### src/rtl/cal_pkg.sv
`default_nettype none
package cal_pkg;
  // Link command and address bytes
  localparam logic [7:0] CMD_CAL_LONG  = 8'hf9;
  localparam logic [7:0] CMD_CAL_SHORT = 8'hd9;
  localparam logic [7:0] CMD_RESET     = 8'hff;
  localparam logic [7:0] CMD_STATUS    = 8'h70;
  localparam logic [7:0] CMD_FEATURE   = 8'hef;
  localparam logic [7:0] LUN0_SEL      = 8'h00;
  localparam logic [7:0] LUN1_SEL      = 8'h01;
  localparam logic [7:0] FEAT_DRIVE    = 8'h10;
  localparam logic [7:0] CAL_DEFAULT   = 8'h80;
  localparam int STAT_FAIL_BIT  = 0;
  localparam int STAT_READY_BIT = 6;

  typedef enum logic [1:0] {
    DRV_NOMINAL = 2'h0,
    DRV_UNDER   = 2'h1,
    DRV_OVER1   = 2'h2,
    DRV_OVER2   = 2'h3
  } drive_t;
  localparam logic OVERDRIVE_OK = 1'b1;

  // Timing at 40 MHz, longest times rounded down
  localparam int CLK_PERIOD_NS     = 25;
  localparam int LONG_CAL_TIME_NS  = 1000;
  localparam int SHORT_CAL_TIME_NS = 300;
  localparam int RESET_TIME_NS     = 10000;
  localparam int TIMER_W           = 9;
  localparam logic [TIMER_W-1:0] LONG_CAL_CYC  = TIMER_W'(LONG_CAL_TIME_NS / CLK_PERIOD_NS);
  localparam logic [TIMER_W-1:0] SHORT_CAL_CYC = TIMER_W'(SHORT_CAL_TIME_NS / CLK_PERIOD_NS);
  localparam logic [TIMER_W-1:0] RESET_CYC     = TIMER_W'(RESET_TIME_NS / CLK_PERIOD_NS);
  localparam logic [TIMER_W-1:0] TIMER_ONE     = TIMER_W'(1);

  // Controller register port
  localparam int DATA_W = 16;
  localparam int ADDR_W = 4;
  localparam logic [ADDR_W-1:0] REG_CTRL   = 4'h0;
  localparam logic [ADDR_W-1:0] REG_CFG    = 4'h4;
  localparam logic [ADDR_W-1:0] REG_STATUS = 4'h8;
  localparam int CFG_LUN = 0;
  localparam int CFG_DRV = 1;
  localparam int CFG_VREF_USED = 3;
  localparam int CFG_VREF_EN = 4;
  localparam int ST_BUSY = 0;
  localparam int ST_LONG_OK = 1;
  localparam int ST_NEED_CAL = 2;
  localparam int ST_REFUSED = 3;
  localparam int ST_LAST_FAIL = 4;
  localparam int ST_BYTE = 8;

  typedef enum logic [2:0] {
    OP_NONE   = 3'h0,
    OP_LONG   = 3'h1,
    OP_SHORT  = 3'h2,
    OP_RESET  = 3'h3,
    OP_STATUS = 3'h4,
    OP_DRIVE  = 3'h5
  } op_t;
endpackage
`default_nettype wire

### src/rtl/cal_link_if.sv
`default_nettype none
interface cal_link_if;
  logic       cle;
  logic       ale;
  logic       wr_stb;
  logic       rd_stb;
  logic [7:0] host_io;
  logic       host_io_oe;
  logic [7:0] dev_io;
  logic       dev_io_oe;
  logic       ready_busy_pin;

  modport device (
    input  cle, ale, wr_stb, rd_stb, host_io, host_io_oe,
    output dev_io, dev_io_oe, ready_busy_pin
  );
  modport host (
    output cle, ale, wr_stb, rd_stb, host_io, host_io_oe,
    input  dev_io, dev_io_oe, ready_busy_pin
  );
endinterface
`default_nettype wire

### src/rtl/cal_host.sv
// Overview of operation
// - Target accepts long and short commands
// - F9h starts long, D9h starts short
// - Recalibrate after driver strength change
// - Calibrate only when target idle
// - Reference voltage enabled before calibration
// - Long within 1us, short 0.3us
// - No commands except reset while calibration busy
// - Completion by busy pin or wait
// - Status read reports pass or fail
// - Reset mid-calibration forces recalibration
// - Short only after successful long
// - Reset abort completes within 10us
// - Reset during long restores default
// - Failure restores default calibration value
// - Bus quiet, termination off meanwhile
// - One unit select byte follows
// - Feature write selects four strengths
// - Nominal and underdrive are mandatory
// - Calibration recommended above 400Mbps
`default_nettype none
module cal_host (
  input  wire logic                       clk,
  input  wire logic                       rst_b,
  input  wire logic                       ce,
  input  wire logic [cal_pkg::ADDR_W-1:0] addr,
  input  wire logic [cal_pkg::DATA_W-1:0] wdata,
  input  wire logic                       wr,
  input  wire logic                       rd,
  output logic [cal_pkg::DATA_W-1:0]      rdata,
  cal_link_if.host                        link,
  output logic                            vref_enable,
  output logic                            odt_on
);
  import cal_pkg::*;

  typedef enum logic [9:0] {
    H_IDLE     = 10'b0000000001,
    H_CMD      = 10'b0000000010,
    H_ADDR     = 10'b0000000100,
    H_FDATA    = 10'b0000001000,
    H_SETTLE   = 10'b0000010000,
    H_WAIT     = 10'b0000100000,
    H_STAT_CMD = 10'b0001000000,
    H_STAT_RD  = 10'b0010000000,
    H_STAT_GAP = 10'b0100000000,
    H_STAT_CAP = 10'b1000000000
  } hstate_t;

  typedef struct packed {
    hstate_t             state;
    op_t                 op;
    logic                lun;
    drive_t              drive;
    logic                vref_used;
    logic                vref_en;
    logic                long_ok;
    logic                need_cal;
    logic                refused;
    logic                last_fail;
    logic [7:0]          stat_byte;
    logic                cle;
    logic                ale;
    logic                wr;
    logic                rd;
    logic [7:0]          io;
    logic                io_oe;
    logic                odt;
    logic [DATA_W-1:0]   rdata;
  } host_t;

  localparam host_t HOST_RESET = '{state: H_IDLE, op: OP_NONE, drive: DRV_NOMINAL, need_cal: 1'b1, default: '0};

  host_t        cur_ff;
  host_t        nxt_st;
  op_t          req_op;
  logic         cal_run;
  logic [7:0]   cmd_byte;

  assign link.cle        = cur_ff.cle;
  assign link.ale        = cur_ff.ale;
  assign link.wr_stb     = cur_ff.wr;
  assign link.rd_stb     = cur_ff.rd;
  assign link.host_io    = cur_ff.io;
  assign link.host_io_oe = cur_ff.io_oe;
  assign rdata           = cur_ff.rdata;
  assign vref_enable     = cur_ff.vref_en;
  assign odt_on          = cur_ff.odt;

  assign req_op  = op_t'(wdata[2:0]);
  assign cal_run = cur_ff.state inside {H_SETTLE, H_WAIT};

  always_comb begin
    unique case (cur_ff.op)
      OP_LONG:   cmd_byte = CMD_CAL_LONG;
      OP_SHORT:  cmd_byte = CMD_CAL_SHORT;
      OP_RESET:  cmd_byte = CMD_RESET;
      OP_DRIVE:  cmd_byte = CMD_FEATURE;
      default:   cmd_byte = CMD_STATUS;
    endcase
  end

  always_comb begin
    nxt_st = cur_ff;
    nxt_st.cle   = 1'b0;
    nxt_st.ale   = 1'b0;
    nxt_st.wr    = 1'b0;
    nxt_st.rd    = 1'b0;
    nxt_st.io_oe = 1'b0;
    nxt_st.rdata = '0;

    if (rd) begin
      unique case (addr)
        REG_CFG: begin
          nxt_st.rdata[CFG_LUN]         = cur_ff.lun;
          nxt_st.rdata[CFG_DRV+:2]      = cur_ff.drive;
          nxt_st.rdata[CFG_VREF_USED]   = cur_ff.vref_used;
          nxt_st.rdata[CFG_VREF_EN]     = cur_ff.vref_en;
        end
        REG_STATUS: begin
          nxt_st.rdata[ST_BUSY]         = (cur_ff.state != H_IDLE);
          nxt_st.rdata[ST_LONG_OK]      = cur_ff.long_ok;
          nxt_st.rdata[ST_NEED_CAL]     = cur_ff.need_cal;
          nxt_st.rdata[ST_REFUSED]      = cur_ff.refused;
          nxt_st.rdata[ST_LAST_FAIL]    = cur_ff.last_fail;
          nxt_st.rdata[ST_BYTE+:8]      = cur_ff.stat_byte;
        end
        default: nxt_st.rdata = '0;
      endcase
    end

    if (wr && addr == REG_CFG) begin
      nxt_st.lun       = wdata[CFG_LUN];
      nxt_st.drive     = drive_t'(wdata[CFG_DRV+:2]);
      nxt_st.vref_used = wdata[CFG_VREF_USED];
      nxt_st.vref_en   = wdata[CFG_VREF_EN];
    end
    if (wr && addr == REG_STATUS && wdata[ST_REFUSED]) begin
      nxt_st.refused = 1'b0;
    end

    unique case (cur_ff.state)
      H_IDLE: begin
      end
      H_CMD: begin
        nxt_st.wr    = 1'b1;
        nxt_st.cle   = 1'b1;
        nxt_st.io    = cmd_byte;
        nxt_st.io_oe = 1'b1;
        unique case (cur_ff.op)
          OP_RESET:  nxt_st.state = H_SETTLE;
          OP_STATUS: nxt_st.state = H_STAT_RD;
          default:   nxt_st.state = H_ADDR;
        endcase
      end
      H_ADDR: begin
        nxt_st.wr    = 1'b1;
        nxt_st.ale   = 1'b1;
        nxt_st.io_oe = 1'b1;
        nxt_st.io    = cur_ff.lun ? LUN1_SEL : LUN0_SEL;
        nxt_st.state = H_SETTLE;
        if (cur_ff.op == OP_DRIVE) begin
          nxt_st.io    = FEAT_DRIVE;
          nxt_st.state = H_FDATA;
        end
      end
      H_FDATA: begin
        nxt_st.wr    = 1'b1;
        nxt_st.io    = {6'h00, cur_ff.drive};
        nxt_st.io_oe = 1'b1;
        nxt_st.need_cal = 1'b1;
        nxt_st.state    = H_IDLE;
      end
      H_SETTLE: begin
        nxt_st.state = H_WAIT;
      end
      H_WAIT: begin
        if (link.ready_busy_pin) begin
          nxt_st.state = (cur_ff.op == OP_RESET) ? H_IDLE : H_STAT_CMD;
        end
      end
      H_STAT_CMD: begin
        nxt_st.wr    = 1'b1;
        nxt_st.cle   = 1'b1;
        nxt_st.io    = CMD_STATUS;
        nxt_st.io_oe = 1'b1;
        nxt_st.state = H_STAT_RD;
      end
      H_STAT_RD: begin
        nxt_st.rd    = 1'b1;
        nxt_st.state = H_STAT_GAP;
      end
      H_STAT_GAP: begin
        nxt_st.state = H_STAT_CAP;
      end
      H_STAT_CAP: begin
        nxt_st.stat_byte = link.dev_io;
        if (cur_ff.op == OP_LONG || cur_ff.op == OP_SHORT) begin
          nxt_st.last_fail = link.dev_io[STAT_FAIL_BIT];
          nxt_st.need_cal  = link.dev_io[STAT_FAIL_BIT];
          if (cur_ff.op == OP_LONG && !link.dev_io[STAT_FAIL_BIT]) begin
            nxt_st.long_ok = 1'b1;
          end
        end
        nxt_st.state = H_IDLE;
      end
    endcase

    if (wr && addr == REG_CTRL && req_op != OP_NONE) begin
      if (req_op == OP_RESET) begin
        if (cur_ff.state == H_IDLE || cal_run) begin
          if (cal_run && cur_ff.op != OP_RESET) begin
            nxt_st.need_cal = 1'b1;
            if (cur_ff.op == OP_LONG) begin
              nxt_st.long_ok = 1'b0;
            end
          end
          nxt_st.op    = OP_RESET;
          nxt_st.state = H_CMD;
        end else begin
          nxt_st.refused = 1'b1;
        end
      end else if (cur_ff.state != H_IDLE) begin
        nxt_st.refused = 1'b1;
      end else if ((req_op == OP_LONG || req_op == OP_SHORT) && cur_ff.vref_used && !cur_ff.vref_en) begin
        nxt_st.refused = 1'b1;
      end else if (req_op == OP_SHORT && !cur_ff.long_ok) begin
        nxt_st.refused = 1'b1;
      end else if (req_op inside {OP_LONG, OP_SHORT, OP_STATUS, OP_DRIVE}) begin
        nxt_st.op    = req_op;
        nxt_st.state = H_CMD;
      end else begin
        nxt_st.refused = 1'b1;
      end
    end

    nxt_st.odt = !(nxt_st.state inside {H_SETTLE, H_WAIT});
  end

  always_ff @(posedge clk or negedge rst_b) begin
    if (!rst_b) begin
      cur_ff <= HOST_RESET;
    end else if (ce) begin
      cur_ff <= nxt_st;
    end
  end
endmodule
`default_nettype wire

### src/flat_wrapper.sv
// flat-port wrapper written by rule: the top's interface ports become plain ports
module cal_host_flat import cal_pkg::*;
  (clk, rst_b, ce, addr, wdata, wr, rd, rdata, vref_enable, odt_on, link_cle, link_ale, link_wr_stb, link_rd_stb, link_host_io, link_host_io_oe, link_dev_io, link_dev_io_oe, link_ready_busy_pin);
  cal_link_if link_i ();
  input  wire logic clk;
  input  wire logic rst_b;
  input  wire logic ce;
  input  wire logic [cal_pkg::ADDR_W-1:0] addr;
  input  wire logic [cal_pkg::DATA_W-1:0] wdata;
  input  wire logic wr;
  input  wire logic rd;
  output logic [cal_pkg::DATA_W-1:0] rdata;
  output logic vref_enable;
  output logic odt_on;
  output wire logic [$bits(link_i.cle)-1:0] link_cle;
  output wire logic [$bits(link_i.ale)-1:0] link_ale;
  output wire logic [$bits(link_i.wr_stb)-1:0] link_wr_stb;
  output wire logic [$bits(link_i.rd_stb)-1:0] link_rd_stb;
  output wire logic [$bits(link_i.host_io)-1:0] link_host_io;
  output wire logic [$bits(link_i.host_io_oe)-1:0] link_host_io_oe;
  input wire logic [$bits(link_i.dev_io)-1:0] link_dev_io;
  input wire logic [$bits(link_i.dev_io_oe)-1:0] link_dev_io_oe;
  input wire logic [$bits(link_i.ready_busy_pin)-1:0] link_ready_busy_pin;
  assign link_cle = link_i.cle;
  assign link_ale = link_i.ale;
  assign link_wr_stb = link_i.wr_stb;
  assign link_rd_stb = link_i.rd_stb;
  assign link_host_io = link_i.host_io;
  assign link_host_io_oe = link_i.host_io_oe;
  assign link_i.dev_io = link_dev_io;
  assign link_i.dev_io_oe = link_dev_io_oe;
  assign link_i.ready_busy_pin = link_ready_busy_pin;
  cal_host u_core (.clk(clk), .rst_b(rst_b), .ce(ce), .addr(addr), .wdata(wdata), .wr(wr), .rd(rd), .rdata(rdata), .link(link_i), .vref_enable(vref_enable), .odt_on(odt_on));
endmodule
### config.mk
export PLATFORM = sky130hd
export DESIGN_NAME = cal_host_flat
export DESIGN_NICKNAME = d
export VERILOG_FILES = /design/src/rtl/cal_pkg.sv /design/src/rtl/cal_link_if.sv /design/src/rtl/cal_host.sv /design/src/flat_wrapper.sv
export SDC_FILE = /design/constraint.sdc
export NUM_CORES = 1
export LEC_CHECK = 0
export ABC_AREA = 1
export BUFFER_PORTS_ARGS = -buffer_cell sky130_fd_sc_hd__buf_2
export CORE_MARGIN = 2
export CORE_UTILIZATION = 40
export CTS_BUF_LIST = sky130_fd_sc_hd__clkbuf_4 sky130_fd_sc_hd__clkbuf_8
export CTS_CLUSTER_DIAMETER = 40
export CTS_CLUSTER_SIZE = 10
export DETAILED_ROUTE_END_ITERATION = 16
export PLACE_DENSITY = 0.58
export SLEW_MARGIN = 20
export SYNTH_ARGS = -nofsm -noshare
export SYNTH_HDL_FRONTEND = slang
export SYNTH_SLANG_ARGS = --single-unit
### constraint.sdc
create_clock -name clk -period 4.65 [get_ports clk]
set_input_delay 0.93 -clock clk [delete_from_list [all_inputs] [get_ports clk]]
set_output_delay 0.93 -clock clk [all_outputs]
set_load 0.005 [all_outputs]
==> reports/summary.txt, run 1 <==
Ys flop type -> dfrtp_1
Synth async-reset ratio -> 1.000
Req. time, crit path -> 4.90 ns
TNS Setup -> 0 ns
Endpoints failing hold -> 0
Worst-path cell chain -> buf_2, inv_1, buf_4, nor2_1, buf_4, inv_2, nor2_1, a21oi_1, a21oi_1
Netlist Area Pre-Place -> 0.003242 mm2
CTS Buffer Depth -> 2
Worst slew margin -> 0.6464
Fmax -> 0.4538 GHz
Final GP Congestion -> 0.9084
Initial Util -> 0.4152
Mapped Cells -> 427
Area of the die -> 0.008841 mm2
Tot GR Track Use -> 0.1894
Sw frac -> 0.4483
Routed vias -> 2820
CTS tree -> yes
Yosys top cell by area -> dfrtp_1
DRC viols -> 0
Flop pwr share -> 0.381
PwrDens -> 520.3 mW/mm2
Met3 wire len -> 364 um
Worst vdd ir -> 0.2949 mV
IO Count -> 66
Routed Wire Length -> 7.751 mm
Initial antenna violation count -> 0
Met1 WL -> 3.856 mm
Initial DRC count -> 203
Count leader, synth -> nand2_1
Synthesized flop and latch total -> 56
EDFF count, synth -> 0
Critical path's slowest cell -> buf_2
Num CTS Buffers -> 5
Clk_lat worst skew -> 0.31 ns
Root Driver -> clkbuf_8
CTS clk-pin slew, worst paths -> 0.11 ns
Top post-synthesis cells by area -> dfrtp_1 (42%), nand2_1 (13%), inv_1 (6.0%)
Final setup fails -> 0
Hold crit path type -> reg -> reg
Vias in the first global route -> 2663
# resized after CTS -> 0
Leakage -> 1.859 nW
Fraction of layout cells with a size suffix above 1 -> 0.2052
Pint -> 0.001013 W
# diodes -> 0
CP Launch Type -> input pin
Synth top area share -> 0.4168
Rows -> 32
Post-DRT Antenna Nets -> 0
Count of cell types in the netlist -> 34
Top Metal Used -> met4
Sequential share of the synthesized area -> 0.4330
Die Y-Extent -> 94.03 um
Die width -> 94.03 um
Syn_area_per_cell -> 7.592 um2
Routed length per placed instance -> 13.84 um
RSZ-0062 raised after global routing -> no
Final HPWL DP -> 5.700 mm
Port bufs -> 50
Final worst path period share -> 0.4739
Total gr overflow -> 0
Max stage delay on crit path -> 0.41 ns
Net Sw Power -> 0.0008229 W
Pre-antenna DRT Iters -> 4
WP data arrival -> 2.45 ns
Post-CTS setup buffers -> 0
Synth warn -> 0
Vias/cell -> 5.036
Synth top cells by count -> nand2_1 (109), dfrtp_1 (54), inv_1 (52)
H-tree depth -> 2
Area grow syn2layout -> 8.838%
CTS Hold Buffers Added -> 0
Worst Tran Pin Value -> 0.5289 ns
Largest net degree at the start of global routing -> 36
First-pass GRT wire length -> 13.21 mm
Crit Path Max Fanout -> 32
Minimum clock period -> 2.204 ns
CTS Sinks -> 56
Setup Crit Path Kind -> in -> reg
Final Skew -> 0.009608 ns
CP Capture Type -> register
Max_cap viols -> 0
Core ar. -> 0.007807 mm2
Nets@finish -> 492
Final Max Tran Viols -> 0
Logic pwr share -> 0.463
Part of the power in the clock network -> 0.156
Final design utilization -> 0.4519
Status -> finished, final reports clean
Met2 WL post-DR -> 3.474 mm
layout make-up:
type / instances / area (um2)
Fill cell: 793 / 4279
Tap cell: 102 / 127.6
Inverter: 56 / 210.2
Timing Repair Buffer: 53 / 272.8
Clock inverter: 3 / 25.02
Sequential cell: 56 / 1404
Clock buffer: 5 / 68.82
Multi-Input combinational cell: 285 / 1420
kinds of logic (layout without fill, tap and decap cells):
kind of cell,count (synthesis),in the layout,share of synthesized area
AOI/OAI and AO/OA,75,75,0.1366
buffers and inverters,88,117,0.1312
DFF,56,56,0.4330
muxes,1,1,0.003088
other,1,3,0.001157
and+or+nand+nor,206,206,0.2949
metrics by stage:
| stage | instance area (um2) | power [W] | hold slack (ns) | cells | setup slack, ns |
|---|---|---|---|---|---|
| floorplan | 3249 | 0.001359 | 0.4431 | 429 | 2.526 |
| global placement | 3435 | 0.001535 | 0.4530 | 552 | 2.125 |
| detailed placement | 3435 | 0.001557 | 0.4598 | 552 | 2.097 |
| CTS | 3528 | 0.001845 | 0.4866 | 560 | 2.426 |
| global route | 3528 | 0.002013 | 0.5249 | 560 | 2.291 |
| finish | 3528 | 0.001836 | 0.4826 | 560 | 2.446 |
registers in the layout, summed over array words and instances, names as in the netlist:
register                count
u_core.link.ale             1
u_core.link.cle             1
u_core.rdata               13
u_core.link.host_io         7
u_core.odt_on               1
u_core.link.wr_stb          1
u_core.link.host_io_oe      1
u_core.cur_ff              29
u_core.link.rd_stb          1
u_core.vref_enable          1
cell usage in the layout, fill, tap and decap left out, types with 6 or more instances in the layout:
| master | synthesis | final |
|---|---|---|
| inv_1 | 52 | 52 |
| a21oi_1 | 14 | 14 |
| dfrtp_1 | 54 | 54 |
| buf_2 | 1 | 50 |
| nand2_1 | 109 | 109 |
| nor2_2 | 7 | 7 |
| o31ai_1 | 8 | 8 |
| nor2_4 | 6 | 6 |
| nand3_1 | 31 | 31 |
| nor2_1 | 33 | 33 |
| o21ai_0 | 36 | 36 |
path summary, 6_finish.rpt:
check | startpoint | cells past startpoint | slack, ns | endpoint
min in group asynchronous | rst_b | 1 | 0.56 | u_core.cur_ff[43]
max reg2reg | u_core.cur_ff[50] | 13 | 2.61 | u_core.odt_on
min reg2reg | u_core.link.host_io[6] | 2 | 0.48 | u_core.link.host_io[6]
max in group asynchronous | rst_b | 2 | 3.19 | u_core.cur_ff[50]
max | ce | 9 | 2.45 | u_core.cur_ff[41]
min | u_core.link.host_io[6] | 2 | 0.48 | u_core.link.host_io[6]
worst max-delay path, delay by kind of cell:
| family | cells | cell delay [ns] |
|---|---|---|
| simple gates | 2 | 0.26 |
| compound gates | 2 | 0.20 |
| buf+inv | 5 | 1.03 |
routing by layer:
metal	up-vias	global-route usage
met5	-	0
li1	1415	-
met1	1329	0.2792
met4	0	0.03261
met2	71	0.3000
met3	5	0.02729
power by group through the flow:
| stage | registers [W] | clock network [W] | logic (W) |
|---|---|---|---|
| after floorplan | 0.000692 | 0 | 0.000667 |
| after global placement | 0.000706 | 0 | 0.000829 |
| after detailed placement | 0.000708 | 0 | 0.000849 |
| after CTS | 0.000699 | 0.000294 | 0.000852 |
| after global routing | 0.000713 | 0.000318 | 0.000982 |
| final | 0.000699 | 0.000286 | 0.000851 |
(Power assumes the default switching activity.)
==> run 2, diff against run 1 <==
PLACE_DENSITY = 0.61   (was 0.58)
clock period = 1.93 ns   (was 4.65 ns; I/O delays follow)
==> reports/summary.txt, run 2 (synthesis results as in run 1) <==
Slack of the critical path -> -0.01204 ns (was 2.446 ns)
Initial Util -> 0.4152 (unchanged)
Vias in the first global route -> 2731 (was 2663)
Flop pwr share -> 0.340 (was 0.381)
Hold crit path type -> in -> async (was reg -> reg)
Final Skew -> 0.007893 ns (was 0.009608 ns)
Area grow syn2layout -> 20.92% (was 8.838%)
Final Max Tran Viols -> 0 (unchanged)
CP Launch Point -> u_core.cur_ff[52] (was ce)
Worst-path cell chain -> buf_4, inv_1, nand2_1, nor2_1, nand3_2, nand2_1, nor2_4, nand3_4, nand2_1, nand2_2, nand2_1, nor2_1, nand2_1, nor2_1, nor2_1 (was buf_2, inv_1, buf_4, nor2_1, buf_4, inv_2, nor2_1, a21oi_1, a21oi_1)
Tot Pwr -> 0.004956 W (was 0.001836 W)
PwrDens -> 1264 mW/mm2 (was 520.3 mW/mm2)
Status -> finished, violations left (was finished, final reports clean)
Routed vias -> 2945 (was 2820)
Largest net degree at the start of global routing -> 35 (was 36)
CTS Hold Buffers Added -> 0 (unchanged)
Final worst path period share -> 1.006
FILL cells -> 794 (was 793)
CP Launch Type -> register (was input pin)
IO Count -> 66 (unchanged)
Top reg by flops -> u_core.cur_ff (unchanged)
Crit path max-delay family -> simple AND/OR/NAND/NOR gates (was buffers and inverters)
Max FFs per register -> 29 (unchanged)
Worst vdd ir -> 0.5474 mV (was 0.2949 mV)
Port bufs -> 50 (unchanged)
Root Driver -> clkbuf_8 (unchanged)
Pre-CTS setup slack -> -0.004745 ns (was 2.097 ns)
Most common cell after layout, fill and taps aside -> nand2_1 (unchanged)
Die width -> 94.03 um (unchanged)
Core ar. -> 0.007807 mm2 (unchanged)
Sw frac -> 0.4479 (was 0.4483)
Final HPWL DP -> 5.778 mm (was 5.700 mm)
Part of the power in the clock network -> 0.142 (was 0.156)
Area of the die -> 0.008841 mm2 (unchanged)
Minimum clock period -> 1.942 ns
DRC viols -> 0 (unchanged)
Net Sw Power -> 0.002219 W (was 0.0008229 W)
Die Y-Extent -> 94.03 um (unchanged)
Fraction of layout cells with a size suffix above 1 -> 0.3055 (was 0.2052)
Req. time, crit path -> 2.15 ns (was 4.90 ns)
First-pass GRT wire length -> 12.88 mm (was 13.21 mm)
CP Capture Type -> register (unchanged)
Critical path's slowest cell -> dfrtp_1 (was buf_2)
Logic pwr share -> 0.519 (was 0.463)
CTS tree -> yes (unchanged)
Routed length per placed instance -> 13.41 um (was 13.84 um)
Fmax -> 0.5149 GHz
Setup Crit Path Kind -> reg -> reg (was in -> reg)
Crit Path Max Fanout -> 5 (was 32)
CTS Buffer Depth -> 2 (unchanged)
Most frequent cells in the layout -> nand2_1 (98), dfrtp_1 (53), inv_1 (51) (was nand2_1 (109), dfrtp_1 (54), inv_1 (52))
Reg2Reg Launch Point -> u_core.cur_ff[52] (was u_core.cur_ff[50])
# diodes -> 0 (unchanged)
Most used cell along the critical path -> nand2_1
Max_cap viols -> 0 (unchanged)
Total gr overflow -> 0 (unchanged)
WP data arrival -> 2.17 ns (was 2.45 ns)
Worst slew margin -> 0.6315 (was 0.6464)
Vias/cell -> 4.966 (was 5.036)
CTS Sinks -> 56 (unchanged)
Crit path buffers/inverters -> 2 (was 5)
Multi-input gate area -> 0.001563 mm2 (was 0.001420 mm2)
Final hold slack -> 0.03244 ns (was 0.4826 ns)
Tot GR Track Use -> 0.1843 (was 0.1894)
Endpoints failing hold -> 0 (unchanged)
Pre-antenna DRT Iters -> 4 (unchanged)
Worst Tran Pin Value -> 0.5527 ns (was 0.5289 ns)
Register area -> 0.001405 mm2 (was 0.001404 mm2)
Leakage -> 2.049 nW (was 1.859 nW)
Num CTS Buffers -> 5 (unchanged)
Initial antenna violation count -> 0 (unchanged)
Rows -> 32 (unchanged)
CTS clk-pin slew, worst paths -> 0.11 ns (about the same)
RSZ-0062 raised after global routing -> yes (was no)
Max stage delay on crit path -> 0.43 ns (was 0.41 ns)
Initial DRC count -> 138 (was 203)
Final setup fails -> 1 (was 0)
Routed Wire Length -> 7.952 mm (was 7.751 mm)
Violated checks -> setup timing
H-tree depth -> 2 (unchanged)
Final GP Congestion -> 0.9392 (was 0.9084)
Clk_lat worst skew -> 0.32 ns (was 0.31 ns)
Post-DRT Antenna Nets -> 0 (unchanged)
Pint -> 0.002736 W (was 0.001013 W)
Nets@finish -> 525 (was 492)
-- run 2: final cells by class --
type	instances	share of cell area
Sequential cell	56	0.3584
Multi-Input combinational cell	287	0.3987
Tap cell	102	0.03256
Timing Repair Buffer	84	0.1321
Clock inverter	3	0.007022
Clock buffer	5	0.01756
Inverter	56	0.05362
-- run 2: routing by layer --
metal  wire length, um  global-route usage  vias up
met4                76             0.04348        0
li1                  -                   -     1487
met3               319             0.02729        6
met2              3752              0.3042       61
met1              3802              0.2555     1391
met5                 0                   0        -
-- run 2: per-stage QoR --
step / instance area [um2] / utilization / instances / setup TNS [ns]
floorplan: 3249 / - / 429 / 0
global placement: 3612 / 0.4627 / 574 / 0
detailed placement: 3612 / 0.4627 / 574 / -0.004745
CTS: 3766 / 0.4824 / 585 / 0
global route: 3920 / 0.5021 / 593 / -0.1858
finish: 3920 / 0.5021 / 593 / -0.01204
-- run 2: power groups by stage --
stage	registers [W]	clock network [W]	logic, W
global route	0.00172	0.000770	0.00287
floorplan	0.00167	0	0.00161
CTS	0.00168	0.000727	0.00230
detailed placement	0.00170	0	0.00214
finish	0.00168	0.000703	0.00257
global placement	0.00168	0	0.00212
-- run 2: path summary, 6_finish.rpt --
check | endpoint | slack [ns] | depth (start not counted)
setup / recovery | u_core.odt_on | -0.01 | 15
hold / removal | u_core.cur_ff[43] | 0.03 | 1
setup reg to reg | u_core.odt_on | -0.01 | 15
hold reg to reg | u_core.link.host_io[6] | 0.48 | 2
max in group asynchronous | u_core.cur_ff[59] | 1.32 | 2
min in group clk | u_core.cur_ff[32] | 0.26 | 3
-- run 2: worst reg2reg max path, delay by kind of cell, from the launching register on --
kind,cells,cell delay (ns)
DFF,1,0.43
buffers and inverters,2,0.25
and+or+nand+nor,13,1.17
-- run 2: what timing repair did --
action	4_1_cts	5_1_grt
gates resized for setup	10	25
setup endpoints to repair	1	3
gates cloned	2	0
setup buffers	1	8
pin swaps	4	16
==> run 3, diff against run 2 <==
CORE_UTILIZATION = 50   (was 40)
PLACE_DENSITY = 0.71   (was 0.61)
clock period = 2.4 ns   (was 1.93 ns; I/O delays follow)
==> reports/summary.txt, run 3 (synthesis results as in run 1) <==
Status -> finished, final reports clean (was finished, violations left)
Endpoints failing hold -> 0 (unchanged)
Total gr overflow -> 0 (unchanged)
Routed vias -> 2798 (was 2945)
WP data arrival -> 2.22 ns (was 2.17 ns)
# resized after CTS -> 0 (was 10)
Max_cap viols -> 0 (unchanged)
PwrDens -> 999.7 mW/mm2 (was 1264 mW/mm2)
Num CTS Buffers -> 5 (unchanged)
Nets@finish -> 496 (was 525)
Vias in the first global route -> 2598 (was 2731)
Root Driver -> clkbuf_8 (unchanged)
Tot Pwr -> 0.003539 W (was 0.004956 W)
Slack of the critical path -> 0.4016 ns (was -0.01204 ns)
CTS tree -> yes (unchanged)
RSZ-0062 raised after global routing -> no (was yes)
Pre-CTS setup slack -> 0.3921 ns (was -0.004745 ns)
IO Count -> 66 (unchanged)
FILL cells -> 588 (was 794)
Final HPWL DP -> 5.397 mm (was 5.778 mm)
H-tree depth -> 2 (unchanged)
Area of the die -> 0.007144 mm2 (was 0.008841 mm2)
CP Launch Type -> register (unchanged)
First-pass GRT wire length -> 11.96 mm (was 12.88 mm)
Final Skew -> 0.01282 ns (was 0.007893 ns)
Area grow syn2layout -> 9.186% (was 20.92%)
Post-CTS setup buffers -> 0 (was 1)
Final worst path period share -> 0.8327 (was 1.006)
Initial Util -> 0.5135 (was 0.4152)
Core ar. -> 0.006314 mm2 (was 0.007807 mm2)
Placed cell count -> 531 (was 574)
Final Max Tran Viols -> 0 (unchanged)
Routed length per placed instance -> 13.05 um (was 13.41 um)
Pre-antenna DRT Iters -> 4 (unchanged)
Initial DRC count -> 213 (was 138)
Largest net degree at the start of global routing -> 31 (was 35)
CTS Sinks -> 56 (unchanged)
# diodes -> 0 (unchanged)
Initial antenna violation count -> 0 (unchanged)
Max FFs per register -> 29 (unchanged)
CTS Hold Buffers Added -> 0 (unchanged)
Leakage -> 1.882 nW (was 2.049 nW)
DRC viols -> 0 (unchanged)
Non-filler cells, final -> 539 (was 593)
Post-DRT Antenna Nets -> 0 (unchanged)
Multi-input gate area -> 0.001420 mm2 (was 0.001563 mm2)
Worst vdd ir -> 0.5311 mV (was 0.5474 mV)
Die Y-Extent -> 84.52 um (was 94.03 um)
Vias/cell -> 5.191 (was 4.966)
Tot GR Track Use -> 0.2029 (was 0.1843)
CP Capture Type -> register (unchanged)
Minimum clock period -> 1.998 ns (was 1.942 ns)
Routed Wire Length -> 7.033 mm (was 7.952 mm)
Final GP Congestion -> 0.9109 (was 0.9392)
Hold crit path type -> in -> async (unchanged)
Req. time, crit path -> 2.62 ns (was 2.15 ns)
Crit Path Max Fanout -> 5 (unchanged)
TNS Setup -> 0 ns (was -0.01204 ns)
Final setup fails -> 0 (was 1)
Die width -> 84.52 um (was 94.03 um)
Top reg by flops -> u_core.cur_ff (unchanged)
Register area -> 0.001404 mm2 (was 0.001405 mm2)
Worst Tran Pin Value -> 0.6198 ns (was 0.5527 ns)
Clk_lat worst skew -> 0.32 ns (about the same)
Area after DPL -> 0.003446 mm2 (was 0.003612 mm2)
Most frequent cells in the layout -> nand2_1 (109), dfrtp_1 (54), inv_1 (52) (was nand2_1 (98), dfrtp_1 (53), inv_1 (51))
CTS clk-pin slew, worst paths -> 0.11 ns (about the same)
Fraction of layout cells with a size suffix above 1 -> 0.2121 (was 0.3055)
Setup Crit Path Kind -> reg -> reg (unchanged)
Rows -> 29 (was 32)
CTS Buffer Depth -> 2 (unchanged)
Fmax -> 0.5004 GHz (was 0.5149 GHz)
Layout Cell Area excl Fill -> 0.003540 mm2 (was 0.003920 mm2)
Port bufs -> 50 (unchanged)
Worst slew margin -> 0.5868 (was 0.6315)
Most common cell after layout, fill and taps aside -> nand2_1 (unchanged)
## run 3: layout make-up
| cell class | count | area share |
|---|---|---|
| multi-input combinational | 285 | 0.4012 |
| sequential | 56 | 0.3966 |
| timing repair buffer | 57 | 0.08908 |
| inverter | 56 | 0.05939 |
| tap | 77 | 0.02722 |
| clock buffer | 5 | 0.01944 |
| clock inverter | 3 | 0.007070 |
## run 3: path summary, 6_finish.rpt
kind                                         from                endpoint  slack [ns]  cells past startpoint
setup / recovery                u_core.cur_ff[50]           u_core.odt_on        0.40                     13
hold / removal                              rst_b        u_core.rdata[14]        0.16                      1
setup reg to reg                u_core.cur_ff[50]           u_core.odt_on        0.40                     13
hold reg to reg            u_core.link.host_io[6]  u_core.link.host_io[6]        0.48                      2
max in group asynchronous                   rst_b       u_core.cur_ff[40]        1.59                      2
min in group clk                   link_dev_io[6]       u_core.cur_ff[36]        0.36                      3
## run 3: through the flow
stage,hold slack (ns),utilization
finish,0.1589,0.5606
global route,0.1931,0.5606
CTS,0.1866,0.5606
detailed placement,0.4540,0.5458
global placement,0.4499,0.5458
floorplan,0.1844,-
## run 3: worst max-delay path, stage by stage, from the launching register on
cell     delay [ns]
dfstp_2        0.58
inv_1          0.08
nand2_1        0.14
nor2_2         0.07
nand2_1        0.13
nand2_1        0.14
inv_1          0.10
nand3_2        0.16
nand2_1        0.13
nand3_1        0.09
nand2_1        0.09
nand3_2        0.07
nor2_1         0.10
nor2_1         0.05
## run 3: report_power, final
group          leakage, nW  internal [W]  total, W  switching (W)
Clock               0.0452      0.000214  0.000546       0.000333
Combinational         1.13      0.000567   0.00164        0.00107
Sequential           0.704       0.00119   0.00135       0.000162
## run 3: routing by layer
| layer | vias up | share of wire | global-route usage |
|---|---|---|---|
| li1 | 1424 | - | - |
| met1 | 1307 | 0.50 | 0.2941 |
| met2 | 62 | 0.45 | 0.3150 |
| met3 | 5 | 0.050 | 0.03736 |
| met4 | 0 | 0.0081 | 0.05339 |
| met5 | - | 0 | 0 |
